===== src/pkg/drs_pkg.sv =====
// package: refresh and self-refresh constants and carrier types
package drs_pkg;
  localparam int ROW_W = 16;
  localparam logic [ROW_W-1:0] ROW_RST = 16'h0000;
  // internal refresh interval while in self-refresh, ns
  localparam int SR_TICK_NS = 7800;
  localparam int CLK_NS = 25;
  localparam int SR_TICK_CYC = (SR_TICK_NS + CLK_NS - 1) / CLK_NS;
  // refresh busy time, ns (tRFC, density dependent default)
  localparam int RFC_NS = 160;
  localparam int RFC_CYC = (RFC_NS + CLK_NS - 1) / CLK_NS;
  // dll relock time after exit, clock cycles
  localparam int DLL_LOCK_CYC = 512;
  localparam logic [15:0] CNT_ZERO = 16'h0000;

  // command pins as sampled, active low strobes plus active high cke
  typedef struct packed {
    logic cs_n;
    logic ras_n;
    logic cas_n;
    logic we_n;
    logic cke;
  } drs_cmd_t;

  typedef enum logic [1:0] {
    DRS_IDLE = 2'b00,
    DRS_REF = 2'b01,
    DRS_SREF = 2'b11,
    DRS_RELOCK = 2'b10
  } drs_state_t;
endpackage


===== src/drs_row_ctr.sv =====
// module: internal refresh row address counter
`timescale 1ns/1ps
`default_nettype none
module drs_row_ctr #(
  parameter int W = drs_pkg::ROW_W
) (
  input wire logic clk_sys,
  input wire logic rst,
  input wire logic step,
  output logic [W-1:0] row
);
  // advance one row per refresh, wrap at the top
  always_ff @(posedge clk_sys)
  begin
    if (rst)
    begin
      row <= drs_pkg::ROW_RST;
    end
    else if (step)
    begin
      row <= row + W'(1);
    end
  end
endmodule // drs_row_ctr
`default_nettype wire


===== src/drs_top.sv =====
// module: dram-side refresh and self-refresh engine
// Behaviour
// - cs ras cas low, we high, cke high decodes a refresh.
// - rows come from internal counter; address ignored; banks left idle.
// - cs ras cas cke low, we high decodes self-refresh entry.
// - dll auto-disabled on entry, re-enabled with reset on exit when dll_on_mode is set.
// - in self-refresh only cke and reset matter; clock gated internally.
// - refresh within tCKE of entry, then timer-driven refreshes.
`timescale 1ns/1ps
`default_nettype none
module drs_top #(
  parameter int SR_TICK = drs_pkg::SR_TICK_CYC,
  parameter int ROW_W = drs_pkg::ROW_W
) (
  input wire logic clk_sys,
  input wire logic rst,
  input wire drs_pkg::drs_cmd_t cmd,
  input wire logic dll_on_mode,
  output logic refresh_busy,
  output logic refresh_pulse,
  output logic [ROW_W-1:0] refresh_row,
  output logic self_refresh,
  output logic dll_enable,
  output logic dll_reset,
  output logic clk_gate_off
);
  drs_pkg::drs_state_t state;
  logic [15:0] cnt;
  logic [15:0] tick;
  logic [ROW_W-1:0] row;
  logic step;
  logic dec_ref;
  logic dec_sre;
  logic dec_srx;
  logic first_done;

  // command decode from sampled pins
  assign dec_ref = state == drs_pkg::DRS_IDLE && !cmd.cs_n && !cmd.ras_n
    && !cmd.cas_n && cmd.we_n && cmd.cke;
  assign dec_sre = state == drs_pkg::DRS_IDLE && !cmd.cs_n && !cmd.ras_n
    && !cmd.cas_n && cmd.we_n && !cmd.cke;
  // only cke is looked at in self-refresh
  assign dec_srx = state == drs_pkg::DRS_SREF && cmd.cke;
  // one internal refresh right after entry, then on the timer
  assign step = dec_ref || (state == drs_pkg::DRS_SREF
    && (!first_done || tick == 16'(SR_TICK - 1)));

  // row counter, address bus never sampled
  drs_row_ctr #(.W(ROW_W)) u_row (
    .clk_sys(clk_sys),
    .rst(rst),
    .step(step),
    .row(row)
  );

  // main state sequence
  always_ff @(posedge clk_sys)
  begin
    if (rst)
    begin
      state <= drs_pkg::DRS_IDLE;
      cnt <= drs_pkg::CNT_ZERO;
    end
    else
    begin
      case (state)
        drs_pkg::DRS_IDLE:
        begin
          if (dec_ref)
          begin
            state <= drs_pkg::DRS_REF;
            cnt <= 16'(drs_pkg::RFC_CYC - 1);
          end
          else if (dec_sre)
          begin
            state <= drs_pkg::DRS_SREF;
          end
        end
        drs_pkg::DRS_REF:
        begin
          if (cnt == drs_pkg::CNT_ZERO)
          begin
            state <= drs_pkg::DRS_IDLE;
          end
          else
          begin
            cnt <= cnt - 16'h0001;
          end
        end
        drs_pkg::DRS_SREF:
        begin
          if (dec_srx)
          begin
            state <= drs_pkg::DRS_RELOCK;
            cnt <= 16'(drs_pkg::DLL_LOCK_CYC - 1);
          end
        end
        drs_pkg::DRS_RELOCK:
        begin
          if (cnt == drs_pkg::CNT_ZERO)
          begin
            state <= drs_pkg::DRS_IDLE;
          end
          else
          begin
            cnt <= cnt - 16'h0001;
          end
        end
        default:
        begin
          state <= drs_pkg::DRS_IDLE;
        end
      endcase
    end
  end

  // self-refresh internal timer
  always_ff @(posedge clk_sys)
  begin
    if (rst)
    begin
      tick <= drs_pkg::CNT_ZERO;
      first_done <= 1'b0;
    end
    else if (state != drs_pkg::DRS_SREF)
    begin
      tick <= drs_pkg::CNT_ZERO;
      first_done <= 1'b0;
    end
    else
    begin
      first_done <= 1'b1;
      if (tick == 16'(SR_TICK - 1))
      begin
        tick <= drs_pkg::CNT_ZERO;
      end
      else
      begin
        tick <= tick + 16'h0001;
      end
    end
  end

  // registered outputs
  always_ff @(posedge clk_sys)
  begin
    if (rst)
    begin
      refresh_busy <= 1'b0;
      refresh_pulse <= 1'b0;
      refresh_row <= drs_pkg::ROW_RST;
      self_refresh <= 1'b0;
      dll_enable <= 1'b0;
      dll_reset <= 1'b0;
      clk_gate_off <= 1'b0;
    end
    else
    begin
      refresh_pulse <= step;
      refresh_row <= row;
      refresh_busy <= dec_ref || (state == drs_pkg::DRS_REF
        && cnt != drs_pkg::CNT_ZERO);
      self_refresh <= dec_sre || (state == drs_pkg::DRS_SREF && !dec_srx);
      clk_gate_off <= dec_sre || (state == drs_pkg::DRS_SREF && !dec_srx);
      // dll off in self-refresh, reset pulse on exit when dll_on_mode is set
      dll_enable <= dll_on_mode && !dec_sre
        && !(state == drs_pkg::DRS_SREF && !dec_srx);
      dll_reset <= dll_on_mode && dec_srx;
    end
  end

  // first internal refresh shows one cycle after self_refresh rises
  sref_first_a: assert property (@(posedge clk_sys) disable iff (rst)
    dec_sre |=> self_refresh ##1 refresh_pulse)
    else $error("no refresh on self-refresh entry");
  ref_busy_a: assert property (@(posedge clk_sys) disable iff (rst)
    dec_ref |=> refresh_busy [*7] ##1 !refresh_busy)
    else $error("refresh busy length wrong");
  ref_row_a: assert property (@(posedge clk_sys) disable iff (rst)
    dec_ref |=> ##1 refresh_row == $past(refresh_row) + ROW_W'(1))
    else $error("row counter did not advance");
  sre_dll_a: assert property (@(posedge clk_sys) disable iff (rst)
    dec_sre |=> !dll_enable && clk_gate_off)
    else $error("dll not off in self-refresh");
  srx_dll_a: assert property (@(posedge clk_sys) disable iff (rst)
    dec_srx && dll_on_mode |=> dll_reset && dll_enable
      && !self_refresh)
    else $error("dll not reset on exit");
  srx_nodll_a: assert property (@(posedge clk_sys) disable iff (rst)
    dec_srx && !dll_on_mode |=> !dll_reset && !dll_enable)
    else $error("dll touched in dll-off mode");
  sr_ignore_a: assert property (@(posedge clk_sys) disable iff (rst)
    self_refresh && !cmd.cke |=> !refresh_busy)
    else $error("command taken in self-refresh");
  ref_decode_a: assert property (@(posedge clk_sys) disable iff (rst)
    state == drs_pkg::DRS_IDLE && !cmd.cs_n && !cmd.ras_n && !cmd.cas_n
      && cmd.we_n && cmd.cke |=> refresh_pulse && refresh_busy)
    else $error("refresh not decoded");
  sre_decode_a: assert property (@(posedge clk_sys) disable iff (rst)
    state == drs_pkg::DRS_IDLE && !cmd.cs_n && !cmd.ras_n && !cmd.cas_n
      && cmd.we_n && !cmd.cke |=> self_refresh)
    else $error("self-refresh entry not decoded");
  ref_cov_c: cover property (@(posedge clk_sys) dec_ref);
  sre_cov_c: cover property (@(posedge clk_sys) dec_sre);
  srx_cov_c: cover property (@(posedge clk_sys) dec_srx);
  srx_nodll_c: cover property (@(posedge clk_sys) dec_srx && !dll_on_mode);
endmodule // drs_top
`default_nettype wire


===== config.mk =====
export PLATFORM = sky130hd
export DESIGN_NAME = drs_top
export DESIGN_NICKNAME = d
export VERILOG_FILES = /design/src/pkg/drs_pkg.sv /design/src/drs_row_ctr.sv /design/src/drs_top.sv
export SDC_FILE = /design/constraint.sdc
export NUM_CORES = 1
export LEC_CHECK = 0
export BUFFER_PORTS_ARGS = -buffer_cell sky130_fd_sc_hd__buf_2
export CAP_MARGIN = 10
export CORE_MARGIN = 1.5
export CORE_UTILIZATION = 58
export CTS_CLUSTER_DIAMETER = 80
export CTS_CLUSTER_SIZE = 28
export DETAILED_ROUTE_END_ITERATION = 6
export PLACE_DENSITY = 0.86
export SLEW_MARGIN = 20
export SYNTH_ARGS = -nofsm -noshare
export SYNTH_HDL_FRONTEND = slang
export SYNTH_SLANG_ARGS = --single-unit

===== constraint.sdc =====
create_clock -name clk_sys -period 2.64 [get_ports clk_sys]
set_input_delay 0.66 -clock clk_sys [delete_from_list [all_inputs] [get_ports clk_sys]]
set_output_delay 0.66 -clock clk_sys [all_outputs]
set_load 0.02 [all_outputs]

==> flow_summary.json, run 1 <==
{
  "clockPowerShare_pct": 31.2,
  "fin_tns_setup_ps": 0,
  "ys_types": 51,
  "fin_crit_ps": 2378,
  "cap_violations": 0,
  "cpMaxStageDelayCell": "or4b_4",
  "syn_area_um2": 3187,
  "cp-start-kind": "register",
  "arrival_ps": 2660,
  "worst_path_largest_cell_delay_ps": 550,
  "layout_commonest_cell": "dfxtp_1",
  "grt_max_degree": 30,
  "grt-busiest-layer": "met2",
  "root_buffer": "clkbuf_8",
  "finalMaxSlewViolations": 0,
  "initial_core_util_pct": 61.23,
  "ys_warn_count": 0,
  "detailedPlace.worstSlack_ps": 38.30,
  "gp_congestion": 0.8784,
  "syn_inst": 351,
  "finalCritPeriodShare_pct": 90.07,
  "grt_pass1_vias": 2464,
  "setup_viol": 0,
  "dr.pass1.iters": 5,
  "clk_latency_ps": 350,
  "hold_class": "reg2reg",
  "swShare_pct": 33.98,
  "criticalPathCategory": "reg2reg",
  "wl_per_cell_um": 14.37,
  "ir_drop_v": 0.0005453,
  "pwr-share-comb_pct": 30.1,
  "hold_violations": 0,
  "rows": 26,
  "cts.hold.buffers_added": 0,
  "clock_path_buffers": 2,
  "slew_headroom_pct": 62.05,
  "synth_ff_type": "dfxtp_1",
  "dp_cells": 449,
  "timing.fmax_ghz": 0.4205,
  "grt_pass1_wl_um": 11240,
  "drc": 0,
  "drive_above_1_share_pct": 17.72,
  "setup_slack_ps": 262.2,
  "tritoncts": "done",
  "avgSynthCellArea_um2": 9.079,
  "ys_ff_latch": 72,
  "htreeDepth": 3,
  "dpl.hpwl_um": 4557,
  "crit_fanout": 6,
  "end_kind": "register",
  "postCtsSetupRepairBufs": 0,
  "diodes": 0,
  "outcome": "completed",
  "cp.required_ps": 2920,
  "post-route-util_pct": 70.79,
  "power_frac_seq_pct": 38.7,
  "cts_buffers": 9,
  "dieArea_um2": 5948,
  "finClkSkew_ps": 7.691,
  "met2_usage_pct": 36.84,
  "use_met1_pct": 31.24,
  "p_sw_uw": 1076,
  "crit_chain": "or4b_4 -> nor4_4 -> o211ai_1 -> buf_4 -> or3_1 -> a21oi_1",
  "vias_per_cell": 5.720,
  "clkTransAtPathRegs_ps": 80,
  "syn_to_final_growth_pct": 15.63,
  "die_w_um": 77.13,
  "synth_edf_count": 0,
  "use_met3_pct": 5.476,
  "final_cells": 465,
  "final_cell_mix": "72 x dfxtp_1, 45 x nor2_1, 29 x buf_2",
  "p_per_area_nw_per_um2": 859.4,
  "portBuffers": 29,
  "pin_count": 30,
  "core_um2": 5205,
  "drt_iter0_drc": 189,
  "leakage_uw": 0.001405,
  "p_int_uw": 2091,
  "postCtsResizedCells": 0,
  "wl_um": 6682,
  "grt_use_total_pct": 23.60,
  "fillerInstances": 404,
  "antenna_found_initial": 0,
  "grt-ovfl-total": 0,
  "ys_seq_area_share_pct": 45.23,
  "fp.dieH_um": 77.13,
  "vias": 2660,
  "cts_sinks": 72,
  "worst_pin_slew_ps": 569.3,
  "synth_nets": 366,
  "async_reset_ff_share_pct": 0,
  "rsz0062_at_grt": "no",
  "hold_ws_ps": 469.0,
  "final_net_count": 405,
  "ant_nets": 0
}
==> path summary, 6_finish.rpt <==
kind,start,end,slack [ps],cells after the start
setup / recovery,tick[13],u_row.row[4],260,6
hold / removal,tick[0],tick[0],470,1
hold reg to reg,tick[0],tick[0],470,1
setup reg to reg,tick[13],u_row.row[4],260,6
==> kinds of logic (layout without fill, tap and decap cells) <==
| kind of cell | Yosys count | after routing | share of synthesized area (%) |
|---|---|---|---|
| simple gates | 151 | 151 | 26.70 |
| buf+inv | 26 | 70 | 3.416 |
| flops | 72 | 72 | 45.23 |
| fa+ha+maj | 7 | 7 | 2.748 |
| mux | 9 | 9 | 3.102 |
| compound gates | 64 | 64 | 12.76 |
| xor+xnor | 22 | 22 | 6.046 |
==> sequential cells by signal, indices dropped and copies added (netlist names) <==
signal	cells
dll_reset	1
u_row.row	16
cnt	16
state	2
refresh_busy	1
tick	16
refresh_row	16
clk_gate_off	1
dll_enable	1
refresh_pulse	1
first_done	1
==> critical path, delay by kind of cell (launching register included) <==
family | cells | cell delay [ps]
DFF | 1 | 350
AOI/OAI and AO/OA | 2 | 450
and+or+nand+nor | 3 | 1290
buffers and inverters | 1 | 220
==> routing by layer <==
layer,routed length (µm),up-vias
met5,0,-
met4,123,0
met3,334,16
met2,3174,79
met1,3049,1236
li1,-,1329
==> per-stage QoR <==
stage                     power (µW)  instance area, µm²
final                           3167                3685
after global placement          2148                3457
after floorplan                 1922                3187
after CTS                       3145                3685
after global routing            3320                3685
after detailed placement        2171                3457
==> cell type report <==
class	count	area [µm²]	area share, %
sequential	72	1441	39.12
clock buffer	10	137.6	3.735
clock inverter	6	90.09	2.445
multi-input combinational	253	1637	44.41
tap	70	87.58	2.377
timing repair buffer	43	250.2	6.791
inverter	11	41.29	1.121
==> synthesized netlist by cell type (2+ instances only) <==
cell type,number,share of area [%]
mux2_2,4,1.4
o2111ai_1,2,0.55
o31ai_1,2,0.47
or4b_4,2,0.86
nor4_1,4,0.79
dfxtp_1,72,45
ha_1,7,2.7
nand3b_1,4,0.94
o21ai_1,3,0.47
inv_1,11,1.3
and4_1,4,1.1
a21oi_1,21,3.3
xor2_1,16,4.4
o21ai_0,17,2.7
clkbuf_1,12,1.4
mux2_1,3,1.1
a211oi_1,4,0.94
or4_1,4,0.94
nor3_1,9,1.4
or3_1,5,0.98
o21a_1,2,0.47
nand2b_1,5,0.98
nor2_1,45,5.3
nand4_1,12,2.4
o41ai_1,4,1.1
nor4b_1,4,1.1
and3_1,2,0.39
mux2i_1,2,0.63
nand2_1,17,2.0
nor2b_1,17,3.3
nand3_1,7,1.1
xnor2_1,6,1.6
nor3b_1,4,0.94
==> power by group through the flow <==
stage          Sequential, µW  Combinational [µW]  Clock [µW]
3_3_place_gp             1240                 905           0
2_1_floorplan            1240                 680           0
6_report                 1220                 954         988
3_5_place_dp             1250                 925           0
5_1_grt                  1230                1040        1040
4_1_cts                  1220                 933         990
No activity file was read; power rests on OpenSTA's default activity.
==> run 2, diff against run 1 <==
--- a/config.mk
+++ b/config.mk
@@ -5,14 +5,15 @@
 export SDC_FILE = /design/constraint.sdc
 export NUM_CORES = 1
 export LEC_CHECK = 0
+export ABC_AREA = 1
 export BUFFER_PORTS_ARGS = -buffer_cell sky130_fd_sc_hd__buf_2
 export CAP_MARGIN = 10
 export CORE_MARGIN = 1.5
-export CORE_UTILIZATION = 58
+export CORE_UTILIZATION = 60
 export CTS_CLUSTER_DIAMETER = 80
 export CTS_CLUSTER_SIZE = 28
 export DETAILED_ROUTE_END_ITERATION = 6
-export PLACE_DENSITY = 0.86
+export PLACE_DENSITY = 0.88
 export SLEW_MARGIN = 20
 export SYNTH_ARGS = -nofsm -noshare
 export SYNTH_HDL_FRONTEND = slang
==> flow_summary.json, run 2 <==
{
  "clock_path_buffers": 2,
  "finClkSkew_ps": 8.827,
  "rsz0062_at_grt": "no",
  "cts.hold.buffers_added": 0,
  "p_int_uw": 2392,
  "ant_nets": 0,
  "swShare_pct": 42.56,
  "pwr-share-comb_pct": 43.9,
  "end_kind": "register",
  "htreeDepth": 3,
  "antenna_found_initial": 0,
  "crit_chain": "inv_1 -> ha_1 -> inv_1 -> nor2_1 -> inv_1 -> nand3_1 -> nand2_1 -> inv_1 -> nand2_1 -> nor2_1",
  "synthTopCellsByCount": "111 x nand2_1, 72 x dfxtp_1, 69 x nor2_1",
  "worst_path_largest_cell_delay_ps": 480,
  "portBuffers": 29,
  "power_frac_seq_pct": 31.0,
  "vias": 3454,
  "dieArea_um2": 6620,
  "syn_inst": 523,
  "p_sw_uw": 1772,
  "slew_headroom_pct": 66.01,
  "cp.required_ps": 2930,
  "drc": 0,
  "hold_path.startpoint": "tick[0]",
  "crit_family": "simple AND/OR/NAND/NOR gates",
  "ys_types": 35,
  "grt-ovfl-total": 0,
  "cts_sinks": 72,
  "ys_ff_latch": 72,
  "vias_per_cell": 5.474,
  "synth_edf_count": 0,
  "postCtsResizedCells": 0,
  "ir_drop_v": 0.001195,
  "reg2reg_from": "state[0]",
  "fp.dieH_um": 81.37,
  "cts_buffers": 9,
  "root_buffer": "clkbuf_8",
  "final_cell_mix": "111 x nand2_1, 72 x dfxtp_1, 69 x nor2_1",
  "cpMaxStageDelayCell": "ha_1",
  "finalMaxSlewViolations": 0,
  "worst-path-buf-inv": 4,
  "synth_most_common_cell": "nand2_1",
  "avgSynthCellArea_um2": 7.045,
  "clockPowerShare_pct": 25.1,
  "syn_to_final_growth_pct": 10.59,
  "wl_um": 8131,
  "gp_congestion": 0.9197,
  "clkTransAtPathRegs_ps": 70,
  "p_per_area_nw_per_um2": 1022,
  "cp-start-kind": "register",
  "core_um2": 5921,
  "yosys.area.top_type": "dfxtp_1",
  "hold_class": "reg2reg",
  "yosysTopAreaCellShare_pct": 39.12,
  "total_power_uw": 4164,
  "ys_seq_area_share_pct": 39.12,
  "initial_core_util_pct": 62.24,
  "async_reset_ff_share_pct": 0,
  "outcome": "completed",
  "synth_ff_type": "dfxtp_1",
  "grt_max_degree": 45,
  "hold_violations": 0,
  "rows": 28,
  "drt_iter0_drc": 270,
  "layout_commonest_cell": "nand2_1",
  "finalCritPeriodShare_pct": 69.29,
  "ys_warn_count": 0,
  "postCtsSetupRepairBufs": 0,
  "synth_nets": 538,
  "criticalPathCategory": "reg2reg",
  "setup_viol": 0,
  "final_net_count": 566,
  "pin_count": 30,
  "clk_latency_ps": 350,
  "tritoncts": "done",
  "grt_pass1_vias": 3158,
  "timing.fmax_ghz": 0.5467,
  "cp-startpoint": "state[0]",
  "dr.pass1.iters": 5,
  "diodes": 0,
  "dpl.hpwl_um": 5515,
  "wl_per_cell_um": 12.89,
  "grt_use_total_pct": 26.46,
  "worst_pin_slew_ps": 509.9,
  "drive_above_1_share_pct": 15.65,
  "grt_pass1_wl_um": 13660,
  "fin_tns_setup_ps": 0,
  "fin_crit_ps": 1829,
  "leakage_uw": 0.001703,
  "crit_top_cell": "inv_1",
  "die_w_um": 81.37,
  "arrival_ps": 2120,
  "synth_area_leaders": "dfxtp_1 39%, nand2_1 11%, nand3_1 7.3%",
  "cap_violations": 0,
  "syn_area_um2": 3685,
  "crit_fanout": 8
}
[run 2: power by group through the flow]
| stage | sequential [µW] | clock, µW | combinational (µW) |
|---|---|---|---|
| 3_5_place_dp | 1310 | 0 | 1760 |
| 2_1_floorplan | 1300 | 0 | 1510 |
| 3_3_place_gp | 1310 | 0 | 1730 |
| 6_report | 1290 | 1040 | 1830 |
| 5_1_grt | 1310 | 1100 | 2050 |
| 4_1_cts | 1290 | 1050 | 1790 |
[run 2: layer usage]
| layer | vias up | global-route usage, % | wire length (µm) |
|---|---|---|---|
| met2 | 132 | 43.06 | 3788 |
| met3 | 20 | 5.730 | 602 |
| li1 | 1729 | - | - |
| met1 | 1573 | 33.61 | 3578 |
| met5 | - | 0 | 0 |
| met4 | 0 | 11.21 | 161 |
[run 2: final timing paths]
kind / endpoint / slack, ps / depth (start not counted)
setup / recovery: cnt[15] / 810 / 10
hold / removal: tick[0] / 450 / 1
setup reg to reg: cnt[15] / 810 / 10
hold reg to reg: tick[0] / 450 / 1
[run 2: area by class of cell]
cell class	instances	area (µm²)
multi-input cells	374	1907
fillers	488	1846
flip-flops and latches	72	1441
inverters	63	236.5
repair buffers	31	160.2
clock buffers	11	131.4
clock inverters	5	105.1
well taps	75	93.84
[run 2: cell families (layout without fill, tap and decap cells)]
family / Yosys count / count (layout) / share of synthesized area [%]
xor+xnor: 15 / 15 / 3.565
simple gates: 297 / 297 / 37.05
fa+ha+maj: 7 / 7 / 2.377
buf+inv: 77 / 110 / 9.134
compound gates: 55 / 55 / 8.760
flops: 72 / 72 / 39.12
[run 2: metrics by stage]
| step | setup slack, ps | utilization [%] | cell area (µm²) | hold WS (ps) | instances |
|---|---|---|---|---|---|
| finish | 810.7 | 68.83 | 4075 | 446.6 | 631 |
| global route | 566.5 | 68.83 | 4075 | 500.2 | 631 |
| CTS | 819.3 | 68.83 | 4075 | 452.6 | 631 |
| detailed placement | 796.4 | 64.84 | 3839 | 435.9 | 615 |
| global placement | 847.7 | 64.84 | 3839 | 431.3 | 615 |
| floorplan | 1023 | - | 3685 | 417.6 | 523 |
